[config.mk]
export PLATFORM = sky130hd
export DESIGN_NAME = pwmdb_generator
export DESIGN_NICKNAME = d
export VERILOG_FILES = /design/src/pwmdb_pkg.sv /design/src/pwmdb_generator.sv
export SDC_FILE = /design/constraint.sdc
export NUM_CORES = 1
export LEC_CHECK = 0
export BUFFER_PORTS_ARGS = -buffer_cell sky130_fd_sc_hd__buf_2
export CAP_MARGIN = 5
export CORE_ASPECT_RATIO = 1.5
export CORE_MARGIN = 2
export CORE_UTILIZATION = 50
export DETAILED_ROUTE_END_ITERATION = 12
export PLACE_DENSITY_LB_ADDON = 0.08
export SETUP_SLACK_MARGIN = 0.5
export SLEW_MARGIN = 5
export SYNTH_ARGS = -nofsm -noshare
export SYNTH_HDL_FRONTEND = slang
export SYNTH_SLANG_ARGS = --single-unit
[constraint.sdc]
create_clock -name clock -period 4.9 [get_ports clock]
set_input_delay 0.98 -clock clock [delete_from_list [all_inputs] [get_ports clock]]
set_output_delay 0.98 -clock clock [all_outputs]
set_load 0.05 [all_outputs]
[src/pwmdb_pkg.sv]
// Package of constants and types for the dead-band pulse generator
package pwmdb_pkg;
    localparam int CNT_W = 16;

    // Register byte offsets (one aligned word each)
    localparam logic [7:0] OFS_CTRL    = 8'h00;
    localparam logic [7:0] OFS_LOAD    = 8'h04;
    localparam logic [7:0] OFS_CMPA    = 8'h08;
    localparam logic [7:0] OFS_CMPB    = 8'h0c;
    localparam logic [7:0] OFS_ACTA    = 8'h10;
    localparam logic [7:0] OFS_ACTB    = 8'h14;
    localparam logic [7:0] OFS_DBCTL   = 8'h18;
    localparam logic [7:0] OFS_DBRISE  = 8'h1c;
    localparam logic [7:0] OFS_DBFALL  = 8'h20;
    localparam logic [7:0] OFS_EVSEL   = 8'h24;
    localparam logic [7:0] OFS_GLOBAL  = 8'h28;
    localparam logic [7:0] OFS_COUNT   = 8'h2c;
    localparam logic [7:0] OFS_STATUS  = 8'h30;

    // Control register field positions
    localparam int CTRL_EN     = 0;
    localparam int CTRL_UPDOWN = 1;
    localparam int CTRL_SYNCUP = 2;
    localparam int CTRL_DBGRUN = 3;
    localparam int CTRL_FLTA   = 4;
    localparam int CTRL_FLTB   = 5;
    localparam int CTRL_FLTIE  = 6;
    localparam int CTRL_W      = 7;

    // Global register field positions
    localparam int GLB_RESET  = 0;
    localparam int GLB_UPDATE = 1;

    // Event index positions in selection masks and action words
    localparam int EV_ZERO  = 0;
    localparam int EV_LOAD  = 1;
    localparam int EV_AUP   = 2;
    localparam int EV_ADOWN = 3;
    localparam int EV_BUP   = 4;
    localparam int EV_BDOWN = 5;
    localparam int EV_N     = 6;
    localparam int EVSEL_TRIG = 8;

    localparam logic [CNT_W-1:0] CNT_RESET = 16'h0000;

    typedef enum logic [1:0]
    {
        ACT_NONE   = 2'b00,
        ACT_TOGGLE = 2'b01,
        ACT_LOW    = 2'b10,
        ACT_HIGH   = 2'b11
    } pwmdb_act_type;

    typedef struct packed
    {
        logic zero;
        logic load;
        logic aUp;
        logic aDown;
        logic bUp;
        logic bDown;
    } pwmdb_events_type;

    typedef struct packed
    {
        logic [CNT_W-1:0] load;
        logic [CNT_W-1:0] cmpA;
        logic [CNT_W-1:0] cmpB;
    } pwmdb_params_type;
endpackage : pwmdb_pkg

[src/pwmdb_generator.sv]
// One pulse-width generator with comparators, actions, dead-band and APB registers
//
// Decided for this implementation: the placing of the registers and the APB interface to the registers.
`timescale 1ns/100ps
module pwmdb_generator
    import pwmdb_pkg::*;
(
    input  wire logic              clock,
    input  wire logic              rst_n,
    input  wire logic              clkEn,
    input  wire logic              psel,
    input  wire logic              penable,
    input  wire logic              pwrite,
    input  wire logic [7:0]        paddr,
    input  wire logic [31:0]       pwdata,
    output logic      [31:0]       prdata,
    output logic                   pready,
    output logic                   pslverr,
    input  wire logic              globalResetIn,
    input  wire logic              globalUpdateIn,
    input  wire logic              faultIn,
    input  wire logic              debugStall,
    output logic                   firstOut,
    output logic                   secondOut,
    output logic                   irqReq,
    output logic                   adcTrig
);

    function automatic logic applyAct(input logic cur, input logic [1:0] act);
        unique case (act)
            ACT_NONE:   applyAct = cur;
            ACT_TOGGLE: applyAct = ~cur;
            ACT_LOW:    applyAct = 1'b0;
            ACT_HIGH:   applyAct = 1'b1;
        endcase
    endfunction : applyAct

    // Two-bit action field of one event within a packed action word
    function automatic logic [1:0] actOf(input logic [11:0] acts, input int idx);
        actOf = acts[2*idx +: 2];
    endfunction : actOf

    // A compare value above the load can never match
    function automatic logic cmpHit(input logic [CNT_W-1:0] cnt, input logic [CNT_W-1:0] cmp,
                                    input logic [CNT_W-1:0] lim);
        cmpHit = (cnt == cmp) && (cmp <= lim);
    endfunction : cmpHit

    // Saturating step towards zero
    function automatic logic [CNT_W-1:0] stepDown(input logic [CNT_W-1:0] v);
        stepDown = (v == CNT_RESET) ? CNT_RESET : v - 16'h0001;
    endfunction : stepDown

    logic [CTRL_W-1:0]    ctrl_r;
    pwmdb_params_type     shadow_r;
    pwmdb_params_type     active_r;
    logic                 syncArmed_r;
    logic [11:0]          actA_r;
    logic [11:0]          actB_r;
    logic                 dbEn_r;
    logic [CNT_W-1:0]     dbRise_r;
    logic [CNT_W-1:0]     dbFall_r;
    logic [15:0]          evSel_r;
    logic [CNT_W-1:0]     count_r;
    logic                 dir_r;
    logic                 halted_r;
    logic                 genA_r;
    logic                 genB_r;
    logic [CNT_W-1:0]     riseCnt_r;
    logic [CNT_W-1:0]     fallCnt_r;
    logic                 dbA_r;
    logic                 dbB_r;
    logic                 dbInPrev_r;
    logic                 firstOut_r;
    logic                 secondOut_r;
    logic                 irq_r;
    logic                 trig_r;
    logic                 fltIrq_r;
    logic [31:0]          prdata_r;

    // Read data is captured in the setup cycle, so it stands through the access phase;
    // the price is that a read shows state one clock before its access edge
    wire                  apbWr      = psel && penable && pwrite;
    wire                  apbRd      = psel && !penable && !pwrite;
    wire                  enabled    = ctrl_r[CTRL_EN];
    wire                  upDown     = ctrl_r[CTRL_UPDOWN];
    wire                  atZero     = (count_r == CNT_RESET);
    wire                  atLoad     = (count_r == active_r.load);
    wire                  stallHalt  = debugStall && !ctrl_r[CTRL_DBGRUN];
    wire                  running    = enabled && !halted_r && !(stallHalt && atZero);
    // A fresh parameter write drops a pending arm so old and new values never mix
    wire                  paramWr    = apbWr && (paddr == OFS_LOAD || paddr == OFS_CMPA
                                                 || paddr == OFS_CMPB);
    wire                  wrGlobal   = apbWr && paddr == OFS_GLOBAL;
    wire                  gResetHit  = wrGlobal && pwdata[GLB_RESET];
    wire                  gUpdHit    = wrGlobal && pwdata[GLB_UPDATE];
    wire                  doReset    = globalResetIn || gResetHit;
    wire                  doUpdate   = globalUpdateIn || gUpdHit;
    wire                  loadParams = running && atZero && (!ctrl_r[CTRL_SYNCUP] || syncArmed_r);

    // Raw events; only meaningful while the counter is enabled
    wire                  evZero     = enabled && atZero;
    wire                  evLoad     = enabled && atLoad;
    wire                  mA         = enabled && cmpHit(count_r, active_r.cmpA, active_r.load);
    wire                  mB         = enabled && cmpHit(count_r, active_r.cmpB, active_r.load);
    wire                  evAUp      = mA && upDown && dir_r;
    wire                  evADown    = mA && !(upDown && dir_r);
    wire                  evBUp      = mB && upDown && dir_r;
    wire                  evBDown    = mB && !(upDown && dir_r);
    wire                  matchOk    = !evZero && !evLoad;
    // Raw events as one carrier, reordered below into the selector bit order
    pwmdb_events_type     evRaw;
    assign evRaw = '{zero: evZero, load: evLoad, aUp: evAUp, aDown: evADown,
                     bUp: evBUp, bDown: evBDown};
    wire [EV_N-1:0]       evVec      = {evRaw.bDown, evRaw.bUp, evRaw.aDown, evRaw.aUp,
                                        evRaw.load, evRaw.zero};

    // Zero applied first, load next so it overrides; matches only apply in cycles with neither event
    logic                 genANxt;
    logic                 genBNxt;
    always_comb
    begin
        genANxt = genA_r;
        genBNxt = genB_r;
        if (evZero)
        begin
            genANxt = applyAct(genANxt, actOf(actA_r, EV_ZERO));
            genBNxt = applyAct(genBNxt, actOf(actB_r, EV_ZERO));
        end
        if (evLoad)
        begin
            genANxt = applyAct(genANxt, actOf(actA_r, EV_LOAD));
            genBNxt = applyAct(genBNxt, actOf(actB_r, EV_LOAD));
        end
        // Each output also follows the other comparator, unless its own one matches too
        if (matchOk)
        begin
            if (evAUp)
                genANxt = applyAct(genANxt, actOf(actA_r, EV_AUP));
            if (evADown)
                genANxt = applyAct(genANxt, actOf(actA_r, EV_ADOWN));
            if (evBUp && !mA)
                genANxt = applyAct(genANxt, actOf(actA_r, EV_BUP));
            if (evBDown && !mA)
                genANxt = applyAct(genANxt, actOf(actA_r, EV_BDOWN));
            if (evBUp)
                genBNxt = applyAct(genBNxt, actOf(actB_r, EV_BUP));
            if (evBDown)
                genBNxt = applyAct(genBNxt, actOf(actB_r, EV_BDOWN));
            if (evAUp && !mB)
                genBNxt = applyAct(genBNxt, actOf(actB_r, EV_AUP));
            if (evADown && !mB)
                genBNxt = applyAct(genBNxt, actOf(actB_r, EV_ADOWN));
        end
    end

    // Counter next value
    logic [CNT_W-1:0]     countNxt;
    logic                 dirNxt;
    always_comb
    begin
        countNxt = count_r;
        dirNxt   = dir_r;
        if (!upDown)
        begin
            dirNxt   = 1'b0;
            countNxt = atZero ? active_r.load : count_r - 16'h0001;
        end
        else if (dir_r)
        begin
            if (atLoad || count_r > active_r.load)
            begin
                dirNxt   = 1'b0;
                countNxt = stepDown(count_r);
            end
            else
                countNxt = count_r + 16'h0001;
        end
        else
        begin
            if (atZero)
            begin
                dirNxt   = 1'b1;
                countNxt = (active_r.load == CNT_RESET) ? CNT_RESET : 16'h0001;
            end
            else
                countNxt = count_r - 16'h0001;
        end
    end

    // Dead-band: count out the delay after each input edge
    wire                  dbIn       = genA_r;
    wire                  dbRiseEdge = dbIn && !dbInPrev_r;
    wire                  dbFallEdge = !dbIn && dbInPrev_r;
    wire                  dbANxt     = !dbIn ? 1'b0
                                     : (dbRiseEdge ? (dbRise_r == CNT_RESET)
                                     : (dbA_r || riseCnt_r == 16'h0001));
    wire                  dbBNxt     = dbIn ? 1'b0
                                     : (dbFallEdge ? (dbFall_r == CNT_RESET)
                                     : (dbB_r || fallCnt_r == 16'h0001));
    // A delay of zero still costs the one register stage that every output has
    wire [CNT_W-1:0]      riseCntNxt = dbRiseEdge ? dbRise_r : stepDown(riseCnt_r);
    wire [CNT_W-1:0]      fallCntNxt = dbFallEdge ? dbFall_r : stepDown(fallCnt_r);
    wire                  rawA       = dbEn_r ? dbA_r : genA_r;
    wire                  rawB       = dbEn_r ? dbB_r : genB_r;
    wire                  outANxt    = rawA && !(faultIn && ctrl_r[CTRL_FLTA]);
    wire                  outBNxt    = rawB && !(faultIn && ctrl_r[CTRL_FLTB]);
    wire                  irqNxt     = |(evVec & evSel_r[EV_N-1:0]);
    wire                  trigNxt    = |(evVec & evSel_r[EVSEL_TRIG +: EV_N]);

    // Unmapped offsets read as zero
    logic [31:0]          rdMux;
    always_comb
    begin
        unique case (paddr)
            OFS_CTRL:   rdMux = {25'h0, ctrl_r};
            OFS_LOAD:   rdMux = {16'h0, shadow_r.load};
            OFS_CMPA:   rdMux = {16'h0, shadow_r.cmpA};
            OFS_CMPB:   rdMux = {16'h0, shadow_r.cmpB};
            OFS_ACTA:   rdMux = {20'h0, actA_r};
            OFS_ACTB:   rdMux = {20'h0, actB_r};
            OFS_DBCTL:  rdMux = {31'h0, dbEn_r};
            OFS_DBRISE: rdMux = {16'h0, dbRise_r};
            OFS_DBFALL: rdMux = {16'h0, dbFall_r};
            OFS_EVSEL:  rdMux = {16'h0, evSel_r};
            OFS_COUNT:  rdMux = {16'h0, count_r};
            OFS_STATUS: rdMux = {27'h0, fltIrq_r, halted_r, syncArmed_r, dir_r, faultIn};
            default:    rdMux = 32'h0;
        endcase
    end
    wire                  addrOk     = (paddr[1:0] == 2'b00) && (paddr <= OFS_STATUS);

    always_ff @(posedge clock)
    begin
        if (!rst_n)
        begin
            ctrl_r   <= '0;
            shadow_r <= '0;
            actA_r   <= '0;
            actB_r   <= '0;
            dbEn_r   <= 1'b0;
            dbRise_r <= '0;
            dbFall_r <= '0;
            evSel_r  <= '0;
            prdata_r <= '0;
        end
        else if (clkEn)
        begin
            if (apbRd)
                prdata_r <= addrOk ? rdMux : 32'h0;
            // The global register acts on the write itself and keeps no storage
            if (apbWr)
            begin
                unique case (paddr)
                    OFS_CTRL:   ctrl_r        <= pwdata[CTRL_W-1:0];
                    OFS_LOAD:   shadow_r.load <= pwdata[15:0];
                    OFS_CMPA:   shadow_r.cmpA <= pwdata[15:0];
                    OFS_CMPB:   shadow_r.cmpB <= pwdata[15:0];
                    OFS_ACTA:   actA_r        <= pwdata[11:0];
                    OFS_ACTB:   actB_r        <= pwdata[11:0];
                    OFS_DBCTL:  dbEn_r        <= pwdata[0];
                    OFS_DBRISE: dbRise_r      <= pwdata[15:0];
                    OFS_DBFALL: dbFall_r      <= pwdata[15:0];
                    OFS_EVSEL:  evSel_r       <= pwdata[15:0];
                    default:    ;
                endcase
            end
        end
    end

    always_ff @(posedge clock)
    begin
        if (!rst_n)
        begin
            active_r    <= '0;
            syncArmed_r <= 1'b0;
            count_r     <= CNT_RESET;
            dir_r       <= 1'b0;
            halted_r    <= 1'b0;
        end
        else if (clkEn)
        begin
            if (loadParams)
                active_r <= shadow_r;
            // Arm survives a same-cycle consumption so an update is never lost
            if (doUpdate)
                syncArmed_r <= 1'b1;
            else if (loadParams || paramWr)
                syncArmed_r <= 1'b0;
            halted_r <= enabled && stallHalt && (halted_r || atZero);
            if (doReset)
            begin
                count_r <= CNT_RESET;
                dir_r   <= 1'b0;
            end
            else if (running)
            begin
                count_r <= countNxt;
                dir_r   <= dirNxt;
            end
        end
    end

    always_ff @(posedge clock)
    begin
        if (!rst_n)
        begin
            genA_r      <= 1'b0;
            genB_r      <= 1'b0;
            dbInPrev_r  <= 1'b0;
            dbA_r       <= 1'b0;
            dbB_r       <= 1'b0;
            riseCnt_r   <= '0;
            fallCnt_r   <= '0;
            firstOut_r  <= 1'b0;
            secondOut_r <= 1'b0;
            irq_r       <= 1'b0;
            trig_r      <= 1'b0;
            fltIrq_r    <= 1'b0;
        end
        else if (clkEn)
        begin
            // Events are taken only on counter steps, so a halted timer holds outputs
            if (running || !enabled)
            begin
                genA_r <= genANxt;
                genB_r <= genBNxt;
            end
            dbInPrev_r  <= dbIn;
            dbA_r       <= dbANxt;
            dbB_r       <= dbBNxt;
            riseCnt_r   <= riseCntNxt;
            fallCnt_r   <= fallCntNxt;
            firstOut_r  <= outANxt;
            secondOut_r <= outBNxt;
            irq_r       <= running && irqNxt;
            trig_r      <= running && trigNxt;
            fltIrq_r    <= faultIn && ctrl_r[CTRL_FLTIE];
        end
    end

    assign prdata    = prdata_r;
    // Zero wait states: every access completes in its first access cycle
    assign pready    = 1'b1;
    assign pslverr   = psel && penable && !addrOk;
    assign firstOut  = firstOut_r;
    assign secondOut = secondOut_r;
    assign irqReq    = irq_r || fltIrq_r;
    assign adcTrig   = trig_r;

endmodule : pwmdb_generator

Word level (Yosys, flattened, before mapping)
Index checks and enable logic that the tools add are counted.

Register bits after elaboration: 269. Bits of input ports: 50. Output and inout port bits: 38. Word-level logic and storage cells: 279.

Add/sub/neg operators: 4. Order comparisons: 4. Eq/ne operators: 53. Multiplexer cells: 61. Bitwise gates (word level): 14. Reduce and logical (&&, ||, !) cells: 113.

Operators with widths (number): two-way mux 16 bit (12); case mux 16 bit (12 select lines) (1); logical NOT 16 bit (6); == test 16 bit (3); == test 2 bit, second input constant (24); case mux 1 bit (4 select lines) (12); subtractor 16 x 1 -> 16 bit, second input constant (3); logical AND 1 bit (45); == test 8 x 6 -> 1 bit, second input constant (5); two-way mux 1 bit (35); == test 16 x 1 -> 1 bit, second input constant (2); == test 8 x 5 -> 1 bit, second input constant (4); less-or-equal comparator 16 bit (2); two-way mux 32 bit (1); AND reduction 3 bit (10); logical NOT 2 bit (13); == test 2 x 1 -> 1 bit, second input constant (12); logical NOT 1 bit (17); adder 16 x 1 -> 16 bit, second input constant (1); == test 8 x 4 -> 1 bit, second input constant (2); > comparator 16 bit (1); bitwise AND 6 bit (2); logical OR 1 bit (12); inverter 1 bit (12); 6 further kinds (12).

Logic depth before layout (Yosys ltp)
Depth after elaboration: 22. Gate-level depth with buffers: 16. Depth with buffers taken out: 13.

Worst setup path before layout
No wires, ideal clock.

Path type: register to register. Start: register count_r[0]. End: register genB_r. Library setup time: 119 ps. Arrival time: 3382 ps. Required time: 4781 ps. Setup slack: 1400 ps. Cell stages (with the launch flop): 15. Buffers on the path: 1. Clock period less this slack: 3500 ps. Path through: dfxtp_1 clkbuf_1 inv_1 ha_1 or4b_4 or4_4 nand2_1 a21oi_1 or4_4 o31a_1 a21o_1 a21oi_2 o21ai_1 nor3b_2 o221a_1.

Word-level cells in the longest chain between the ends: 22. Elaborated cells on any way between the ends: 47. Classes of those cells: 3 x eq/ne; 15 x mux; 5 x bitwise; 24 x reduce/logical.

Ends and longest elaborated chain: start, declared (RTL line pwmdb_generator.sv:64) `logic [CNT_W-1:0] count_r;`; start signal, assigned (RTL line pwmdb_generator.sv:298) `count_r <= countNxt;`; logical NOT 16 bit (RTL line pwmdb_generator.sv:87) `wire atZero = (count_r == CNT_RESET);`; logical AND 1 bit (RTL line pwmdb_generator.sv:102) `wire evZero = enabled && atZero;`; two-way mux 1 bit (RTL line pwmdb_generator.sv:125) `if (evZero)`; inverter 1 bit (RTL line pwmdb_generator.sv:32) `ACT_TOGGLE: applyAct = ~cur;`; case mux 1 bit (4 select lines) (RTL line pwmdb_generator.sv:30) `unique case (act)`; two-way mux 1 bit (RTL line pwmdb_generator.sv:130) `if (evLoad)`; inverter 1 bit (RTL line pwmdb_generator.sv:32); case mux 1 bit (4 select lines) (RTL line pwmdb_generator.sv:30); [6 not listed]; inverter 1 bit (RTL line pwmdb_generator.sv:32); case mux 1 bit (4 select lines) (RTL line pwmdb_generator.sv:30); two-way mux 1 bit (RTL line pwmdb_generator.sv:150) `if (evAUp && !mB)`; two-way mux 1 bit (RTL line pwmdb_generator.sv:136) `if (matchOk)`; inverter 1 bit (RTL line pwmdb_generator.sv:32); case mux 1 bit (4 select lines) (RTL line pwmdb_generator.sv:30); two-way mux 1 bit (RTL line pwmdb_generator.sv:152) `if (evADown && !mB)`; two-way mux 1 bit (RTL line pwmdb_generator.sv:136); end signal, assigned (RTL line pwmdb_generator.sv:327) `genB_r <= genBNxt;`; end, declared (RTL line pwmdb_generator.sv:68) `logic genB_r;`.

Several ways; a longest one is shown, not always the timed one. The select of a mux whose other input is x is not followed. A chain may end at the register's enable or synchronous reset.

Worst setup path after layout
Start: register active_r[41] (netlist bit). End: register genB_r.

Word-level cells in the longest chain between the ends: 19. Elaborated cells on any way between the ends: 36. Classes of those cells: 2 x order compare; 1 x eq/ne; 13 x mux; 4 x bitwise; 16 x reduce/logical.

Ends and longest elaborated chain: start, declared (RTL line pwmdb_generator.sv:56) `pwmdb_params_type active_r;`; start signal, assigned (RTL line pwmdb_generator.sv:284) `active_r <= shadow_r;`; less-or-equal comparator 16 bit or == test 16 bit (tied branches) (RTL line pwmdb_generator.sv:46, pwmdb_generator.sv:88); logical AND 1 bit (on tied branches) (RTL line pwmdb_generator.sv:46, pwmdb_generator.sv:103); logical AND 1 bit or two-way mux 1 bit (tied branches) (RTL line pwmdb_generator.sv:105, pwmdb_generator.sv:130); logical AND 1 bit or inverter 1 bit (tied branches) (RTL line pwmdb_generator.sv:108, pwmdb_generator.sv:32); logical AND 1 bit or case mux 1 bit (4 select lines) (tied branches) (RTL line pwmdb_generator.sv:108, pwmdb_generator.sv:30); two-way mux 1 bit (RTL line pwmdb_generator.sv:146) `if (evBUp)`; two-way mux 1 bit (RTL line pwmdb_generator.sv:136); inverter 1 bit (RTL line pwmdb_generator.sv:32); [3 not listed]; inverter 1 bit (RTL line pwmdb_generator.sv:32); case mux 1 bit (4 select lines) (RTL line pwmdb_generator.sv:30); two-way mux 1 bit (RTL line pwmdb_generator.sv:150); two-way mux 1 bit (RTL line pwmdb_generator.sv:136); inverter 1 bit (RTL line pwmdb_generator.sv:32); case mux 1 bit (4 select lines) (RTL line pwmdb_generator.sv:30); two-way mux 1 bit (RTL line pwmdb_generator.sv:152); two-way mux 1 bit * (RTL line pwmdb_generator.sv:136).

Every way passes the cells marked *; elsewhere a longest branch is shown, timed or not. The select of a mux whose other input is x is not followed.

==> flow_summary.ini <==
[status]
status = complete, no violations

[floorplan]
core_sq_mm = 0.0293
pin_count = 88
die_area_sq_mm = 0.0310
fp.dieW_microns = 145
dieHeight_microns = 215
row_count = 77
start_util = 0.506

[synth]
synth_edf_count = 0
synth_fa_ha_area_frac = 0.0465
synth_top_area_cell = dfxtp_1
async_flop_share = 0
synth_xor_area_frac = 0.0325
syn-instance-count = 1935
synth_area_sq_mm = 0.0148
seq_area_frac_synth = 0.342
ys_top_cells_by_area = dfxtp_1 (34%), nand2_1 (12%), a21boi_0 (9.9%)
synth_top_area_frac = 0.342
yosysWarningCount = 0
avgSynthCellArea_sq_um = 7.65
synth_ff_type = dfxtp_1
yosysUniqueCellTypes = 68
synth_seq_cells = 253
synth-simple-area-share = 0.246
synth_top_family_by_area = compound AO/OA/AOI/OAI gates
synth_compound_area_frac = 0.257
synth_mux_area_frac = 0.0178

[clock_network]
cts_buffers = 28
cts_hold_buf = 0
clockRootBuffer = clkbuf_16
cts_htree_levels = 1
clkLatencyLatePin_ps = 560
cts_tree = yes
clock_sinks = 253
cts_setup_buffers = 0
cts.clk_slew.worst_paths_ps = 70
cts_buffer_depth = 3
cts_resized = 0

[setup_path]
slowest_stage = nor4_1
crit_type = reg -> reg
crit_chain = inv_1 > ha_1 > nand4_1 > nor4_1 > and2_1 > nor4_1 > or4_4 > nor2_1 > o22ai_1 > a22o_1 > nor3_2 > nor3b_2 > o221a_1
worst_path_most_repeated_cell = nor4_1
end_kind = flop
slowest_delay_ps = 700
reg2reg_slack_ps = 760
startpoint_type = flop
worstPathArrival_ps = 4590
path_buf_inv = 1
worstPathRequired_ps = 5350
path_delay_family = simple AND/OR/NAND/NOR gates
path_max_fanout = 6

[final_layout]
syn2layout_area_growth_pct = 9.24
final_layout_size_suffix_gt1_frac = 0.0871
layout_common_cells = nand2_1 (464), dfxtp_1 (253), a21boi_0 (196)
nets = 2024
final_common_cell = nand2_1
final_cell_area_sq_mm = 0.0162
insertedDiodeCount = 0

[global_route]
grt_max_degree = 135
overflow = 0
grt_first_pass_wirelength_microns = 80900
grt_pass1_vias = 13400
track_usage = 0.343
antenna_found_initial = 0

[sta]
grt_setup_unrepaired = false
min_period_ps = 4140
fmax_mhz = 242
worst_pin_slew_ps = 1020
hold_violations = 0
setup_tns_ps = 0
finClkSkew_ps = 16.1
whs_ps = 463
slew_headroom = 0.315
period_share = 0.844
setup_viol = 0
report.final.slew_viol_count = 0

[place]
place_area_sq_mm = 0.0153
place_congestion = 1.00
hpwlAfterDp_microns = 39100
io_buffers = 54

[detailed_routing]
wirelength_microns = 53600
via_count = 14200
routed_via_density = 6.08
drc_errors = 0
drt_iter0_drc = 1209
avgRoutedWirePerCell_microns = 22.9
ant_nets = 0
firstDrtPassIters = 7

[flow_run]
max-cap-violations = 0

[power]
irDropWorstVdd_mv = 0.296
power.leakage_nw = 6.01
powerDensity_mw_per_mm2 = 306

[min_path]
hp-class = reg -> reg
==> logic make-up after synthesis <==
family | count (synthesis)
adders and majority gates | 55
AOI/OAI and AO/OA | 542
muxes | 26
xor gates and xnor gates | 55
other | 2
DFF | 253
buffers and inverters | 197
and+or+nand+nor | 805
==> layer usage <==
layer,track usage,wire [microns],vias to the layer above
met5,0,0,-
met4,0.224,4140,0
met3,0.0354,2580,172
met2,0.573,25700,533
met1,0.414,21200,6727
li1,-,-,6774
==> Yosys cell counts, drive strengths merged, types with 23 or more instances <==
library cell and number:
a21boi 196, nor3 50, clkbuf 120, xor2 39
nor2b 38, inv 38, dfxtp 253, o21ai 78
ha 55, nand3 47, buf 39, nor2 75
a22oi 40, nand2 464, nor4 33, mux2i 23
a21oi 77
==> power by group <==
| part | internal, mW | switching, mW |
|---|---|---|
| combinational | 0.272 | 0.429 |
| sequential | 2.12 | 0.0614 |
| clock | 1.16 | 0.913 |
| total | 3.55 | 1.40 |
==> per-stage QoR <==
step / setup WS [ps] / utilization / instances / power [mW]
after floorplan: 1400 / - / 1950 / 2.77
final: 764 / 0.552 / 2336 / 4.96
after global placement: 903 / 0.522 / 2284 / 2.90
after detailed placement: 908 / 0.522 / 2284 / 2.91
after CTS: 894 / 0.552 / 2336 / 4.97
after global routing: 634 / 0.552 / 2336 / 5.16
==> worst paths after layout <==
kind | from | to | cells after the start
min reg2reg | prdata[0]$_SDFFE_PN0P_ | prdata[0]$_SDFFE_PN0P_ | 2
max | active_r[41]$_SDFFE_PN0P_ | genB_r$_SDFFE_PN0P_ | 13
max reg2reg | active_r[41]$_SDFFE_PN0P_ | genB_r$_SDFFE_PN0P_ | 13
min | prdata[0]$_SDFFE_PN0P_ | prdata[0]$_SDFFE_PN0P_ | 2
==> worst reg2reg max path: stages (launching register included) <==
cell and delay [ps]:
dfxtp_1 540, inv_1 180, ha_1 340, nand4_1 190, nor4_1 700, and2_1 360, nor4_1 90, or4_4 540
nor2_1 250, o22ai_1 120, a22o_1 270, nor3_2 190, nor3b_2 60, o221a_1 200
==> area by class of cell <==
cell class | count | area [sq um]
sequential | 253 | 5060
inverter | 38 | 143
clock buffer | 39 | 813
fill | 2871 | 13100
tap | 395 | 494
clock inverter | 13 | 86.3
timing repair buffer | 98 | 607
multi-input combinational | 1500 | 8970
==> sequential cells by signal (all words and copies together), names as in the netlist, 7 cells and up <==
name       count
ctrl_r         7
dbRise_r      16
dbFall_r      16
shadow_r      48
riseCnt_r     16
prdata        16
evSel_r       16
actB_r        12
fallCnt_r     16
actA_r        12
active_r      48
count_r       16
(Power assumes the default switching activity.)
